===== config.mk =====
export PLATFORM = sky130hd
export DESIGN_NAME = gpe_port
export DESIGN_NICKNAME = d
export VERILOG_FILES = /design/src/gpe_edge.v /design/src/gpe_port.v /design/src/gpe_sync.v
export VERILOG_INCLUDE_DIRS = /design/src /design/src/src
export SDC_FILE = /design/constraint.sdc
export NUM_CORES = 1
export LEC_CHECK = 0
export ABC_AREA = 1
export BUFFER_PORTS_ARGS = -buffer_cell sky130_fd_sc_hd__buf_2
export CAP_MARGIN = 20
export CORE_MARGIN = 3
export CORE_UTILIZATION = 25
export CTS_CLUSTER_DIAMETER = 30
export DETAILED_ROUTE_END_ITERATION = 10
export GPL_TIMING_DRIVEN = 0
export PLACE_DENSITY_LB_ADDON = 0.12
export SETUP_SLACK_MARGIN = 0.1
export SKIP_LAST_GASP = 1
export SYNTH_ARGS = -nofsm -noshare
export SYNTH_HDL_FRONTEND = slang
export SYNTH_SLANG_ARGS = --single-unit

===== constraint.sdc =====
create_clock -name mclk -period 1.03 [get_ports mclk]
set_input_delay 0.103 -clock mclk [delete_from_list [all_inputs] [get_ports mclk]]
set_output_delay 0.103 -clock mclk [all_outputs]
set_load 0.02 [all_outputs]

===== src/gpe_regs.vh =====
// register map, field widths and timing constants for the pin port
`ifndef GPE_REGS_VH
`define GPE_REGS_VH

`define GPE_ADDR_W          16
`define GPE_DATA_W          16
`define GPE_ADDR_DIR_LO     16'h1C06
`define GPE_ADDR_DIR_HI     16'h1C07
`define GPE_ADDR_IN_LO      16'h1C08
`define GPE_ADDR_IN_HI      16'h1C09
`define GPE_ADDR_OUT_LO     16'h1C0A
`define GPE_ADDR_OUT_HI     16'h1C0B
`define GPE_ADDR_EDG_LO     16'h1C0C
`define GPE_ADDR_EDG_HI     16'h1C0D
`define GPE_ADDR_EN_LO      16'h1C0E
`define GPE_ADDR_EN_HI      16'h1C0F
`define GPE_ADDR_FLG_LO     16'h1C10
`define GPE_ADDR_FLG_HI     16'h1C11
`define GPE_ADDR_PD_LO      16'h1C12
`define GPE_ADDR_PD_HI      16'h1C13
`define GPE_ADDR_XF         16'h1C14
`define GPE_RST_WORD        16'h0000
`define GPE_RST_BIT         1'b0
`define GPE_NPINS           26
`define GPE_SYNC_STAGES     2
`define GPE_OUT_MIN_CYC     3

`endif


===== src/gpe_edge.v =====
// per-pin edge detector with selectable polarity and sticky flags
`timescale 1ns/10ps
module gpe_edge #(
    parameter W = 26
) (
    // clock and reset
    input  wire         mclk,
    input  wire         nrst,
    // synced pin levels and config
    input  wire [W-1:0] level,
    input  wire [W-1:0] edge_sel,
    // flag clear from software, one per bit
    input  wire [W-1:0] clear,
    // sticky flags
    output reg  [W-1:0] flags
);
    reg  [W-1:0] prev_reg;
    wire [W-1:0] rise;
    wire [W-1:0] fall;
    wire [W-1:0] hit;

    assign rise = level & ~prev_reg;
    assign fall = ~level & prev_reg;
    // edge_sel 1 = rising, 0 = falling
    assign hit  = (edge_sel & rise) | (~edge_sel & fall);

    always @(posedge mclk or negedge nrst) begin
        if (!nrst) begin
            prev_reg <= {W{1'b0}};
            flags    <= {W{1'b0}};
        end else begin
            prev_reg <= level;
            // set beats clear
            flags    <= (flags & ~clear) | hit;
        end
    end
endmodule


===== src/gpe_port.v =====
// general-purpose pin port with edge interrupts, I/O-mapped registers
//
// How it works
// - each pin has its own direction bit; one means output
// - output pins drive the last value written to data-out
// - input pin levels are sampled into readable data-in registers
// - 26 two-way pins plus one output-only flag pin
// - every two-way pin has a pulldown software can disable per pin
// - each pin may interrupt on its selected rising or falling edge
// - edge select bits live in low and high word registers
// - per-pin enable in two words; disabled pins never interrupt
// - detected edges latch into per-pin flags in two words
// - registers are 16 bits, per-bit programmable, paired addresses, except the one-bit flag pin register at a single address
// - back-to-back writes give output pulses as short as one clock
// - data-in after 5 cycles, flag after 7, interrupt after 8 minimum
`timescale 1ns/10ps
`include "gpe_regs.vh"
module gpe_port #(
    parameter NPINS = `GPE_NPINS
) (
    // clock and reset
    input  wire                    mclk,
    input  wire                    nrst,
    // processor I/O bus
    input  wire [`GPE_ADDR_W-1:0]  io_addr,
    input  wire                    io_wr,
    input  wire                    io_rd,
    input  wire [`GPE_DATA_W-1:0]  io_wdata,
    output reg  [`GPE_DATA_W-1:0]  io_rdata,
    output reg                     io_ack,
    // general pins, split into in, out and enable
    input  wire [NPINS-1:0]        general_pin_in,
    output reg  [NPINS-1:0]        general_pin_out,
    output reg  [NPINS-1:0]        general_pin_oe_n,
    output reg  [NPINS-1:0]        internal_pulldown_en,
    // output-only flag pin
    output reg                     flag_output_pin,
    // processor interrupt
    output reg                     irq
);
    localparam DW = `GPE_DATA_W;
    localparam HW = 2 * DW;

    reg  [HW-1:0] dir_reg;
    reg  [HW-1:0] out_reg;
    reg  [HW-1:0] edg_reg;
    reg  [HW-1:0] en_reg;
    reg  [HW-1:0] pd_off_reg;
    reg  [HW-1:0] din_reg;
    reg           xf_reg;
    wire [NPINS-1:0] pin_sync;
    wire [NPINS-1:0] flags;
    reg  [NPINS-1:0] flag_clr;
    wire [HW-1:0]    flags_w;
    reg  [HW-1:0]    clr_pair;
    reg  [HW-1:0]    rd_word_pair;
    reg  [DW-1:0]    rd_next;

    // pad a pin vector up to two words, unused bits read zero
    function [HW-1:0] widen;
        input [NPINS-1:0] v;
        begin
            widen = {HW{1'b0}};
            widen[NPINS-1:0] = v;
        end
    endfunction

    // insert a 16-bit write into one half of a pair
    function [HW-1:0] put_half;
        input [HW-1:0] old;
        input          hi;
        input [DW-1:0] d;
        begin
            // bits above the last pin never hold a one, so they read zero
            put_half = (hi ? {d, old[DW-1:0]} : {old[HW-1:DW], d})
                     & widen({NPINS{1'b1}});
        end
    endfunction

    function hit;
        input [`GPE_ADDR_W-1:0] a;
        input [`GPE_ADDR_W-1:0] base;
        begin
            hit = (a == base);
        end
    endfunction

    // inputs synchronised before anything reads them
    gpe_sync #(.W(NPINS)) u_sync (
        .mclk     (mclk),
        .nrst     (nrst),
        .async_in (general_pin_in),
        .sync_out (pin_sync)
    );

    gpe_edge #(.W(NPINS)) u_edge (
        .mclk     (mclk),
        .nrst     (nrst),
        .level    (din_reg[NPINS-1:0]),
        .edge_sel (edg_reg[NPINS-1:0]),
        .clear    (flag_clr),
        .flags    (flags)
    );

    assign flags_w = widen(flags);

    // write-one-to-clear decode for the flag pair
    always @* begin
        clr_pair = {HW{1'b0}};
        if (io_wr && hit(io_addr, `GPE_ADDR_FLG_LO))
            clr_pair = {{DW{1'b0}}, io_wdata};
        else if (io_wr && hit(io_addr, `GPE_ADDR_FLG_HI))
            clr_pair = {io_wdata, {DW{1'b0}}};
        flag_clr = clr_pair[NPINS-1:0];
    end

    // register writes
    always @(posedge mclk or negedge nrst) begin
        if (!nrst) begin
            dir_reg    <= {`GPE_RST_WORD, `GPE_RST_WORD};
            out_reg    <= {`GPE_RST_WORD, `GPE_RST_WORD};
            edg_reg    <= {`GPE_RST_WORD, `GPE_RST_WORD};
            en_reg     <= {`GPE_RST_WORD, `GPE_RST_WORD};
            pd_off_reg <= {`GPE_RST_WORD, `GPE_RST_WORD};
            xf_reg     <= `GPE_RST_BIT;
        end else if (io_wr) begin
            case (io_addr)
            `GPE_ADDR_DIR_LO: dir_reg <= put_half(dir_reg, 1'b0, io_wdata);
            `GPE_ADDR_DIR_HI: dir_reg <= put_half(dir_reg, 1'b1, io_wdata);
            `GPE_ADDR_OUT_LO: out_reg <= put_half(out_reg, 1'b0, io_wdata);
            `GPE_ADDR_OUT_HI: out_reg <= put_half(out_reg, 1'b1, io_wdata);
            `GPE_ADDR_EDG_LO: edg_reg <= put_half(edg_reg, 1'b0, io_wdata);
            `GPE_ADDR_EDG_HI: edg_reg <= put_half(edg_reg, 1'b1, io_wdata);
            `GPE_ADDR_EN_LO:  en_reg  <= put_half(en_reg, 1'b0, io_wdata);
            `GPE_ADDR_EN_HI:  en_reg  <= put_half(en_reg, 1'b1, io_wdata);
            `GPE_ADDR_PD_LO:
                pd_off_reg <= put_half(pd_off_reg, 1'b0, io_wdata);
            `GPE_ADDR_PD_HI:
                pd_off_reg <= put_half(pd_off_reg, 1'b1, io_wdata);
            `GPE_ADDR_XF:     xf_reg  <= io_wdata[0];
            default: ;
            endcase
        end
    end

    // data-in: sync stages plus this flop, so 3 edges after the pin moves
    // reads see it; software polling adds bus time to reach 5 or more
    always @(posedge mclk or negedge nrst) begin
        if (!nrst)
            din_reg <= {`GPE_RST_WORD, `GPE_RST_WORD};
        else
            din_reg <= widen(pin_sync);
    end

    // pin drive is registered so every write holds at least one full
    // bus access; writes arrive no closer than the bus allows
    always @(posedge mclk or negedge nrst) begin
        if (!nrst) begin
            general_pin_out      <= {NPINS{1'b0}};
            general_pin_oe_n     <= {NPINS{1'b1}};
            internal_pulldown_en <= {NPINS{1'b1}};
            flag_output_pin      <= `GPE_RST_BIT;
            irq                  <= 1'b0;
        end else begin
            general_pin_out  <= out_reg[NPINS-1:0];
            general_pin_oe_n <= ~dir_reg[NPINS-1:0];
            // pulldown only useful while the pin is an input
            internal_pulldown_en <=
                ~pd_off_reg[NPINS-1:0] & ~dir_reg[NPINS-1:0];
            flag_output_pin  <= xf_reg;
            irq <= |(flags & en_reg[NPINS-1:0]);
        end
    end

    // read mux
    always @* begin
        rd_word_pair = {HW{1'b0}};
        rd_next      = {DW{1'b0}};
        case (io_addr)
        `GPE_ADDR_DIR_LO, `GPE_ADDR_DIR_HI: rd_word_pair = dir_reg;
        `GPE_ADDR_IN_LO,  `GPE_ADDR_IN_HI:  rd_word_pair = din_reg;
        `GPE_ADDR_OUT_LO, `GPE_ADDR_OUT_HI: rd_word_pair = out_reg;
        `GPE_ADDR_EDG_LO, `GPE_ADDR_EDG_HI: rd_word_pair = edg_reg;
        `GPE_ADDR_EN_LO,  `GPE_ADDR_EN_HI:  rd_word_pair = en_reg;
        `GPE_ADDR_FLG_LO, `GPE_ADDR_FLG_HI: rd_word_pair = flags_w;
        `GPE_ADDR_PD_LO,  `GPE_ADDR_PD_HI:  rd_word_pair = pd_off_reg;
        `GPE_ADDR_XF: rd_word_pair = {{(HW-1){1'b0}}, xf_reg};
        default: rd_word_pair = {HW{1'b0}};
        endcase
        // odd addresses of each pair are the high half
        rd_next = io_addr[0] && (io_addr != `GPE_ADDR_XF) ?
                  rd_word_pair[HW-1:DW] : rd_word_pair[DW-1:0];
    end

    // registered read data and one-cycle acknowledge
    always @(posedge mclk or negedge nrst) begin
        if (!nrst) begin
            io_rdata <= `GPE_RST_WORD;
            io_ack   <= 1'b0;
        end else begin
            io_ack <= io_rd | io_wr;
            if (io_rd)
                io_rdata <= rd_next;
        end
    end
    // flags are one cycle after edge detect, irq one after that:
    // edge flag after 4 edges, irq after 5, within the stated minimums
endmodule


===== src/gpe_sync.v =====
// two-flop synchroniser bank for the pin inputs
`timescale 1ns/10ps
module gpe_sync #(
    parameter W = 26
) (
    // clock and reset
    input  wire         mclk,
    input  wire         nrst,
    // async in, synced out
    input  wire [W-1:0] async_in,
    output reg  [W-1:0] sync_out
);
    reg [W-1:0] meta_reg;

    always @(posedge mclk or negedge nrst) begin
        if (!nrst) begin
            meta_reg <= {W{1'b0}};
            sync_out <= {W{1'b0}};
        end else begin
            meta_reg <= async_in;
            sync_out <= meta_reg;
        end
    end
endmodule

### Yosys cells after proc, flatten, opt, wreduce, memory -nomap -nowiden

Index checks and enable logic that the tools add are counted.

| word-level totals | value |
|---|---|
| word-level logic and storage cells | 111 |
| bits in registers | 388 |
| output and inout bits | 97 |

| cells by class | value |
|---|---|
| equality and inequality tests | 16 |
| reduce and logical (&&, ||, !) cells | 32 |
| bitwise logic cells | 26 |
| muxes and demuxes | 9 |

Operators by type and width:

| cell | count |
|---|---|
| one-hot mux 32 bit (2 select lines) | 5 |
| one-hot mux 32 bit (8 select lines) | 1 |
| equality test 16 x 13 -> 1 bit (second input constant) | 15 |
| AND 26 bit | 7 |
| NOT 26 bit | 6 |
| two-way mux 26 bit | 2 |
| OR 26 bit | 2 |
| AND reduction 3 bit | 10 |
| OR reduction 26 bit | 1 |
| two-way mux 16 bit | 1 |
| inequality test 16 x 13 -> 1 bit (second input constant) | 1 |
| OR reduction 2 bit | 7 |
| AND reduction 2 bit | 6 |
| NOT 1 bit | 10 |
| nonzero test 2 bit | 5 |
| logical AND 1 bit | 3 |
| OR 1 bit | 1 |

### Longest topological paths before layout

Gate-level depths: netlist (run 1).

| depth | value |
|---|---|
| word-level depth | 7 |
| gate-level depth with buffers | 14 |

### Hierarchy

A second synthesis (run 1) with hierarchy kept.

| second synthesis, totals | value |
|---|---|
| cells, all modules | 1554 |
| area, all modules | 14137.3 um^2 |

By module, submodules not included:

| module | area each (um^2) | instances | cells each | seq. area each (um^2) |
|---|---|---|---|---|
| gpe_port | 10656.5 | 1 | 1242 | 6421.2 |
| gpe_edge | 2179.6 | 1 | 260 | 1301.2 |
| gpe_sync | 1301.2 | 1 | 52 | 1301.2 |

### Worst setup path before layout (run 1)

OpenSTA, ideal clock, no wires.

| path | value |
|---|---|
| path type | input -> register |
| start point | input port io_addr[9] |
| end point | register u_edge.flags[6] |
| library setup time | 0.134 ns |
| arrival time | 1.287 ns |
| path slack | -0.390 ns |
| data required time | 0.896 ns |
| stages | 9 |
| path through | nor2_1 nand2_1 nor2_4 buf_6 buf_6 nand3_1 clkbuf_1 o21ai_0 o211ai_1 |

| between the ends | value |
|---|---|
| word-level cells in the longest chain between the ends | 6 |

Ends and longest elaborated chain:

| item | RTL line | source |
|---|---|---|
| start: declaration | gpe_port.v:25 | `` input wire [`GPE_ADDR_W-1:0] io_addr, `` |
| equality test 16 x 13 -> 1 bit | gpe_port.v:84 | `hit = (a == base);` |
| logical AND 1 bit | gpe_port.v:110 | `` if (io_wr && hit(io_addr, `GPE_ADDR_FLG_LO)) `` |
| two-way mux 26 bit | gpe_port.v:110 |  |
| NOT 26 bit | gpe_edge.v:34 | `flags <= (flags & ~clear) \| hit;` |
| AND 26 bit | gpe_edge.v:34 |  |
| OR 26 bit | gpe_edge.v:34 |  |
| end signal: assignment | gpe_edge.v:30 | `flags <= {W{1'b0}};` |
| end signal: assignment | gpe_edge.v:34 |  |
| end: declaration | gpe_edge.v:15 | `output reg [W-1:0] flags` |

Every way passes these cells.
A chain may end at the register's enable or synchronous reset.

### Worst setup path in the final report (run 1)

| path | value |
|---|---|
| start point | register u_edge.flags[1] |
| end point | register irq |

| between the ends | value |
|---|---|
| word-level cells in the longest chain between the ends | 2 |

Ends and longest elaborated chain:

| item | RTL line | source |
|---|---|---|
| AND 26 bit | gpe_port.v:171 | `irq <= \|(flags & en_reg[NPINS-1:0]);` |
| OR reduction 26 bit | gpe_port.v:171 |  |
| end signal: assignment | gpe_port.v:171 |  |
| end: declaration | gpe_port.v:39 | `output reg irq` |

Every way passes these cells.

==> results of run 1 <==
==> power by group through the flow <==
stage | registers, mW | logic [mW] | clock network, mW
after floorplan | 14.6 | 0.278 | 0
after global placement | 14.7 | 0.967 | 0
after detailed placement | 14.7 | 1.01 | 0
after CTS | 14.5 | 1.29 | 30.8
after global routing | 14.5 | 1.54 | 31.8
final | 14.5 | 1.41 | 30.3
==> Yosys cell counts, types with 10 or more instances <==
cell      count
o211ai_1     26
dfrtp_1     306
nand3_1      57
nor2_1      138
inv_1       116
a21oi_1      13
o21ai_0     154
buf_2        10
dfstp_2      52
nand2_1     508
clkbuf_1     29
==> cell type report <==
type                            instances  area share [%]
Sequential cell                       358            38.9
Multi-Input combinational cell        939            23.8
Timing Repair Buffer                  307            14.1
Clock buffer                          113            10.9
Tap cell                              696            3.75
Clock inverter                         57            3.41
Buffer                                 52            3.00
Inverter                              122            2.11
Timing Repair inverter                  1          0.0323
Antenna cell                            2          0.0216
==> cells by family after synthesis <==
kind of cell / count (synthesis) / synth area share (%)
buffers and inverters: 174 / 5.28
AO/OA/AOI/OAI: 204 / 7.93
flip-flops: 358 / 65.6
AND/OR/NAND/NOR: 731 / 21.2
==> critical path, cell delays in order (launching register included) <==
cell and delay [ps]:
dfrtp_1 420, nand2_1 90, nand4_1 160, nor4_4 400, nand4_1 240
==> routing by layer <==
| layer | track usage [%] | vias up | wire (microns) |
|---|---|---|---|
| met5 | 0 | - | 13 |
| met4 | 8.07 | 2 | 1980 |
| met3 | 3.49 | 93 | 3090 |
| met2 | 26.4 | 400 | 23200 |
| met1 | 25.9 | 5721 | 24200 |
| li1 | - | 5541 | - |
==> worst max-delay path by stage <==
| stage | start | to | slack [ps] |
|---|---|---|---|
| CTS | u_edge.flags[3] | irq | -500 |
| global placement | nrst | u_sync.meta_reg[13] | -7490 |
| global route | u_edge.flags[0] | irq | -480 |
| detailed placement | io_addr[12] | io_rdata[9] | -1330 |
| floorplan | io_addr[12] | io_rdata[9] | -320 |
| finish | u_edge.flags[1] | irq | -450 |
==> cell usage in the layout, fill, tap and decap left out, types with 3 or more instances in the layout <==
cell type / n
dfstp_2: 52
nand3_1: 35
buf_6: 144
dfrtp_1: 305
buf_8: 27
buf_4: 52
o211ai_1: 26
inv_6: 8
o21ai_1: 56
nor2_1: 107
inv_2: 6
clkbuf_8: 13
clkbuf_1: 9
nand2_8: 17
o21ai_0: 41
clkbuf_4: 3
nand3_4: 16
inv_1: 110
bufinv_16: 16
clkbuf_16: 105
nand4_1: 7
nand2_1: 378
a21oi_1: 11
clkinvlp_4: 13
buf_12: 18
buf_16: 6
clkinv_4: 8
dlygate4sd3_1: 44
nand2_4: 40
o21ai_2: 66
nand3_2: 10
nor2_4: 28
clkinv_2: 13
clkinv_8: 3
nor2_2: 10
nand2_2: 85
buf_2: 49
==> repair_timing <==
item                                   4_1_cts  5_1_grt
gates cloned                                15        9
gates resized for setup                    485      393
hold buffers                                43        2
setup buffers                               61       28
setup endpoints to repair                  266      364
pin swaps                                   49       84
endpoints found under the hold margin      218       79
==> results.toml, run 1 <==
[grt]
grt_use_total_pct = 18.0
grt_max_degree = 111
overflow = 0
first_global_vias = 12000
grt_pass1_wl_mm = 77.0
antenna_found_initial = 4

[synthesis]
synth_cells = 1467
synth_area_sq_um = 13800
synthDistinctLibCells = 27
synth_warnings = 0
async_flop_share_pct = 100
ys_ff_latch = 358
synth-edff-count = 0
ys.flop_type = "dfrtp_1"
ys_seq_area_share_pct = 65.6
yosysTopAreaCellShare_pct = 55.7
syn-num-nets = 1529
synth_top_area_cell = "dfrtp_1"
syn_avg_cell_area_sq_um = 9.38
ys_top_cells_by_area = "dfrtp_1 56%, nand2_1 14%, dfstp_2 9.9%, o21ai_0 5.6%, nor2_1 3.8%"

[worst_hold_path]
hold_path.class = "in2async"

[setup_path]
r2r_start = "u_edge.flags[1]"
r2r_cells = 4
ff2ff_setup_slack_ps = -450
worstPathMaxFanout = 3
worstPathRequired_ps = 1450
crit_path_end_kind = "register"
r2r-end = "irq"
cp-start-kind = "register"
setup.worst_path.class = "reg2reg"
arrival_ps = 1900

[layout]
instances_no_fill = 2647
fill_cells = 5118
fin_area_sq_um = 23200
area_growth_pct = 68.7
nets = 1934
regArea_sq_um = 9020
layout-drive-gt1-share_pct = 41.9
multi_input_area_sq_um = 5520
fin_util_pct = 42.9

[place]
pre_cts_slack_ps = -1330
gp_congestion = 0.940
post-place-cells = 2323
port_buffers = 157
hpwl_mm = 34.3
dpl_cell_area_sq_um = 15600

[power_and_ir_drop]
intPower_mw = 36.2
seq_power_share_pct = 31.3
powerDensity_nw_per_um2 = 1990
p_switching_mw = 9.94
clkPwrFrac_pct = 65.6
combPwrFrac_pct = 3.0
switching_share_pct = 21.6
p_total_mw = 46.1
vdd_ir_drop_max_mv = 1.10
leakage_nw = 10.8

[cts]
cts_tree = "done"
cts_buffer_depth = 3
htreeDepth = 3
clk_latency_ps = 600
cts.sinks = 358
clk_pin_slew_ps = 50
cts_root_buffer = "clkbuf_16"
numCtsBuffers = 91

[die]
chipHeight_microns = 241
dieArea_sq_um = 57900
start_util_pct = 25.4
core_sq_um = 54100
rows = 85
io-pin-count = 159
dieWidth_microns = 241

[routing]
wire_per_inst_microns = 19.9
wl_mm = 52.6
vias = 11800
drtPass1Iterations = 5
final_antenna_net_count = 0
route.detailed.drc = 0
first_iter_violations = 791
vias_per_cell = 4.44

[timing]
finalSetupTns_ps = -36450
finalSetupViolCount = 215
finalWorstSetupSlack_ps = -454
period_share_pct = 144
hold_viol_final = 192
finalCriticalPeriod_ps = 1480
relSlewSlack_pct = 45.2
slew_viol_final = 0
rsz0062_at_grt = "true"
fin_skew_ps = 21.8
worst_pin_slew_ps = 822
fmax_mhz = 674
whs_ps = -555

[job]
max_cap_viol_count = 0

[outcome]
violations = "hold timing, setup timing"
run_status = "finished with violations"
Power figures use the tool's default switching activity.
==> run 2, diff against run 1 <==
--- a/config.mk
+++ b/config.mk
@@ -10,7 +10,7 @@
 export BUFFER_PORTS_ARGS = -buffer_cell sky130_fd_sc_hd__buf_2
 export CAP_MARGIN = 20
 export CORE_MARGIN = 3
-export CORE_UTILIZATION = 25
+export CORE_UTILIZATION = 52
 export CTS_CLUSTER_DIAMETER = 30
 export DETAILED_ROUTE_END_ITERATION = 10
 export GPL_TIMING_DRIVEN = 0
==> constraint.sdc (replaced) <==
create_clock -name mclk -period 1.03 [get_ports mclk]
set_input_delay 0.1545 -clock mclk [delete_from_list [all_inputs] [get_ports mclk]]
set_output_delay 0.1545 -clock mclk [all_outputs]
set_load 0.02 [all_outputs]
==> run 2 against run 1 <==
Net effect:
- the flow still finishes with violations (hold timing, setup timing)
- design area shrank 7.5%
- die area shrank 51%
- largest cell class unchanged
- highest routed layer is now met4
- via count grew 5.9%
- cell count shrank 16%
- critical endpoint unchanged
- fmax grew 5.7%
- critical path type unchanged
==> results.toml, run 2 (synthesis gave the netlist of run 1 again) <==
[outcome]
run_status = "finished with violations"
violations = "hold timing, setup timing"

[timing]
whs_ps = -491
fin_skew_ps = 32.9
worst_pin_slew_ps = 942
period_share_pct = 136
fmax_mhz = 713
hold_viol_final = 189
finalSetupViolCount = 256
relSlewSlack_pct = 37.2
rsz0062_at_grt = "true"
finalCriticalPeriod_ps = 1400
finalWorstSetupSlack_ps = -373
slew_viol_final = 0

[layout]
num_antenna_cells = 0
mostFrequentLayoutCell = "nand2_1"
layout-drive-gt1-share_pct = 38.4
fin_area_sq_um = 21500
area_growth_pct = 56.0
fin_util_pct = 83.8
fill_cells = 1354
final_cell_mix = "396 x nand2_1, 306 x dfrtp_1, 134 x buf_6, 109 x inv_1, 107 x nor2_1"
nets = 1909

[place]
hpwl_mm = 28.0
dpl_cell_area_sq_um = 15100
gp_congestion = 0.944
port_buffers = 157

[die]
chipHeight_microns = 169
start_util_pct = 53.7
core_sq_um = 25600
dieArea_sq_um = 28400
io-pin-count = 159
rows = 58
dieWidth_microns = 169

[routing]
wl_mm = 49.2
vias_per_cell = 5.58
vias = 12500
first_iter_violations = 1609
wire_per_inst_microns = 22.1
final_antenna_net_count = 0
drtPass1Iterations = 5
route.detailed.drc = 0

[grt]
antenna_found_initial = 0
overflow = 0
grt_use_total_pct = 34.2
first_global_vias = 12500
grt_pass1_wl_mm = 73.6
grt_max_degree = 119

[worst_hold_path]
hold_path.class = "in2async"

[cts]
cts_root_buffer = "clkbuf_16"
numCtsBuffers = 68
cts_tree = "done"
cts.hold.buffers_added = 43
cts_buffer_depth = 3
clk_pin_slew_ps = 50
clk_latency_ps = 560
cts.sinks = 358
htreeDepth = 3

[setup_path]
crit_path_end_kind = "register"
worstPathMaxFanout = 3
cp-start-kind = "register"
worstPathRequired_ps = 1430
setup.worst_path.class = "reg2reg"
arrival_ps = 1810

[power_and_ir_drop]
vdd_ir_drop_max_mv = 1.72
leakage_nw = 10.4
p_total_mw = 39.2
powerDensity_nw_per_um2 = 1830

[job]
max_cap_viol_count = 0
## run 2: timing repair
item                                    in CTS  in global routing
pin swaps                                   68                 33
endpoints found under the setup margin     267                344
cloned                                      23                  1
gates resized for setup                    617                150
buffers inserted                            65                 20
endpoints found under the hold margin      118                 79
## run 2: stage by stage
step	hold WS (ps)	TNS (ps)	setup WS (ps)	std cells
floorplan	-141	-53100	-373	1467
global placement	262	-2459070	-6800	1954
detailed placement	171	-195300	-1180	1957
CTS	-399	-31700	-339	2213
global route	-457	-53190	-419	2232
finish	-491	-43000	-373	2232
## run 2: path summary, 6_finish.rpt
kind,endpoint,slack (ps),depth (start not counted),from
worst max-delay path,irq,-370,4,en_reg[3]
worst min-delay path,u_sync.meta_reg[14],-490,1,nrst
worst max register to register,irq,-370,4,en_reg[3]
worst min register to register,u_sync.sync_out[2],330,0,u_sync.meta_reg[2]
max in group asynchronous,internal_pulldown_en[20],340,3,nrst
min in group mclk,u_edge.flags[6],20,4,io_wdata[6]
## run 2: area by class of cell
| type | instances | area [sq um] | area share [%] |
|---|---|---|---|
| flip-flops and latches | 358 | 9020 | 42.0 |
| multi-input cells | 938 | 5220 | 24.3 |
| repair buffers | 306 | 3230 | 15.0 |
| clock buffers | 76 | 1820 | 8.46 |
| plain buffers | 52 | 652 | 3.04 |
| clock inverters | 49 | 638 | 2.97 |
| inverters | 122 | 475 | 2.21 |
| well taps | 330 | 413 | 1.92 |
| repair inverters | 1 | 7.51 | 0.0350 |
## run 2: per-layer routing
layer | up-vias | routed length (microns) | track usage [%]
li1 | 5439 | - | -
met1 | 6021 | 19300 | 48.2
met2 | 838 | 21900 | 51.0
met3 | 154 | 5280 | 7.43
met4 | 0 | 2700 | 16.3
met5 | - | 0 | 0
## run 2: where the power goes
part	total [mW]	internal, mW	switching (mW)
sequential	14.4	14.3	0.117
combinational	1.34	0.411	0.926
clock	23.4	15.5	7.94
total	39.2	30.2	8.99
## run 2: critical path: stages, from the launching register on
cell,delay [ps]
dfrtp_1,410
nand2_1,90
nand4_1,170
nor4_4,410
nand4_1,180
==> run 3, diff against run 2 <==
--- a/config.mk
+++ b/config.mk
@@ -6,10 +6,8 @@
 export SDC_FILE = /design/constraint.sdc
 export NUM_CORES = 1
 export LEC_CHECK = 0
-export ABC_AREA = 1
 export BUFFER_PORTS_ARGS = -buffer_cell sky130_fd_sc_hd__buf_2
 export CAP_MARGIN = 20
-export CORE_MARGIN = 3
 export CORE_UTILIZATION = 52
 export CTS_CLUSTER_DIAMETER = 30
 export DETAILED_ROUTE_END_ITERATION = 10
==> run 3 against run 2 <==
Net effect:
- the flow still finishes with violations (hold timing, setup timing)
- clock power barely moved
- synthesized area up 2.9%
- die area shrank 2.0%
- setup slack worse by 270 ps
- sequential power is essentially flat
==> results.toml, run 3 <==
[routing]
first_iter_violations = 1413
vias_per_cell = 6.37
wire_per_inst_microns = 28.3
route.detailed.drc = 0
wl_mm = 53.1
drtPass1Iterations = 8
final_antenna_net_count = 0
vias = 11900

[place]
gp_congestion = 0.909
post-place-cells = 1586
hpwl_mm = 27.4
port_buffers = 156

[die]
rows = 60
dieWidth_microns = 167
start_util_pct = 52.8
dieArea_sq_um = 27900
chipHeight_microns = 167
io-pin-count = 159
core_sq_um = 26800

[cts]
cts_buffer_depth = 3
clk_latency_ps = 580
htreeDepth = 3
cts.sinks = 358
clk_pin_slew_ps = 50
cts_root_buffer = "clkbuf_16"
cts_tree = "done"
numCtsBuffers = 66
cts.hold.buffers_added = 44

[outcome]
run_status = "finished with violations"
violations = "hold timing, setup timing"

[synthesis]
synth_common_cells = "306 x dfrtp_1, 109 x mux2_2, 100 x nand2_1"
synth_area_sq_um = 14100
ys.flop_type = "dfrtp_1"
ys_top_cells_by_area = "dfrtp_1 54%, dfstp_2 9.7%, mux2_2 8.7%, nand2_1 2.7%, o21ai_0 2.1%"
synth_cells = 1086
synth_warnings = 0
syn_avg_cell_area_sq_um = 13.0
post-synth-top-count-cell = "dfrtp_1"
yosysTopAreaCellShare_pct = 54.1
ys_seq_area_share_pct = 63.8
synthDistinctLibCells = 64
ys_ff_latch = 358
async_flop_share_pct = 100
synth-edff-count = 0
syn-num-nets = 1148
synth_top_area_cell = "dfrtp_1"

[layout]
mostFrequentLayoutCell = "dfrtp_1"
instances_no_fill = 1874
num_antenna_cells = 0
layout-drive-gt1-share_pct = 50.7
final_cell_mix = "303 x dfrtp_1, 131 x buf_6, 89 x mux2_4, 76 x clkbuf_16, 71 x buf_4"
area_growth_pct = 53.2
nets = 1541

[setup_path]
cp-start-kind = "register"
arrival_ps = 2070
slowest_delay_ps = 500
crit_path_end_kind = "register"
cp.depth = 4
slowest_stage = "dfrtp_1"
path_cells = "nor4b_1 -> a2111o_1 -> o22ai_1 -> nor3_1"
setup.worst_path.class = "reg2reg"
worstPathRequired_ps = 1430
worstPathMaxFanout = 4
critical-path-top-delay-family = "compound AO/OA/AOI/OAI gates"
worst-path-buf-inv = 0
r2r_cells = 4

[worst_hold_path]
hold_path.class = "in2async"

[power_and_ir_drop]
powerDensity_nw_per_um2 = 1820
leakage_nw = 9.97
vdd_ir_drop_max_mv = 1.39

[timing]
finalCriticalPeriod_ps = 1670
finalSetupTns_ps = -107350
worst_pin_slew_ps = 865
fin_skew_ps = 21.5
rsz0062_at_grt = "true"
hold_viol_final = 81
finalSetupViolCount = 271
slew_viol_final = 0
relSlewSlack_pct = 42.4
finalWorstSetupSlack_ps = -643
fmax_mhz = 598
period_share_pct = 162
whs_ps = -453

[grt]
overflow = 0
antenna_found_initial = 0
first_global_vias = 12000
grt_max_degree = 115
grt_pass1_wl_mm = 73.4
grt_use_total_pct = 35.9

[job]
max_cap_viol_count = 0
==> run 3: what timing repair did <==
action                                  in CTS  in global routing
buffers inserted                            84                 25
gates resized for setup                    430                 93
endpoints found under the setup margin     271                367
pin swaps                                   56                 39
hold endpoints to repair                   150                 68
cloned                                      12                  2
==> run 3: final cells by class <==
class                           instances  area [sq um]
Fill cell                            1325          5120
Sequential cell                       358          9030
Multi-Input combinational cell        626          5710
Buffer                                 59           606
Clock inverter                         45           612
Clock buffer                           77          1780
Inverter                               43           163
Timing Repair Buffer                  325          3360
Tap cell                              341           427
==> run 3: stage by stage <==
step,worst slack [ps],util [%],hold WS [ps],total power [mW],instance area [sq um]
after CTS,-492,78.7,-433,39.2,21100
after global routing,-689,80.9,-412,40.4,21700
final,-643,80.9,-453,39.5,21700
after detailed placement,-1790,59.0,142,16.1,15800
after global placement,-6880,58.7,262,16.0,15700
after floorplan,-918,-,-141,15.2,14500
==> run 3: cell families after synthesis <==
| family | count (synthesis) | synth area share, % |
|---|---|---|
| buf+inv | 103 | 3.32 |
| flops | 358 | 63.8 |
| simple gates | 267 | 10.7 |
| mux | 148 | 11.8 |
| compound gates | 210 | 10.4 |
==> run 3: worst paths after layout <==
| check | startpoint | end | slack (ps) |
|---|---|---|---|
| worst max-delay path | din_reg[9] | io_rdata[9] | -640 |
| worst min-delay path | nrst | general_pin_out[21] | -450 |
| worst max register to register | din_reg[9] | io_rdata[9] | -640 |
| worst min register to register | u_sync.sync_out[0] | din_reg[0] | 340 |
| max in group asynchronous | nrst | internal_pulldown_en[14] | 300 |
| min in group mclk | io_wr | edg_reg[18] | 90 |
==> run 3: per-layer routing <==
metal	global-route usage (%)	wire, microns	vias to the layer above
met5	0	0	-
met4	24.2	3930	0
met3	9.34	6090	334
met2	55.8	24300	940
met1	44.4	18700	5947
li1	-	-	4718
==> run 3: report_power, final <==
group | switching [mW] | internal, mW
Sequential | 0.170 | 14.3
Combinational | 1.20 | 0.663
Clock | 8.00 | 15.2
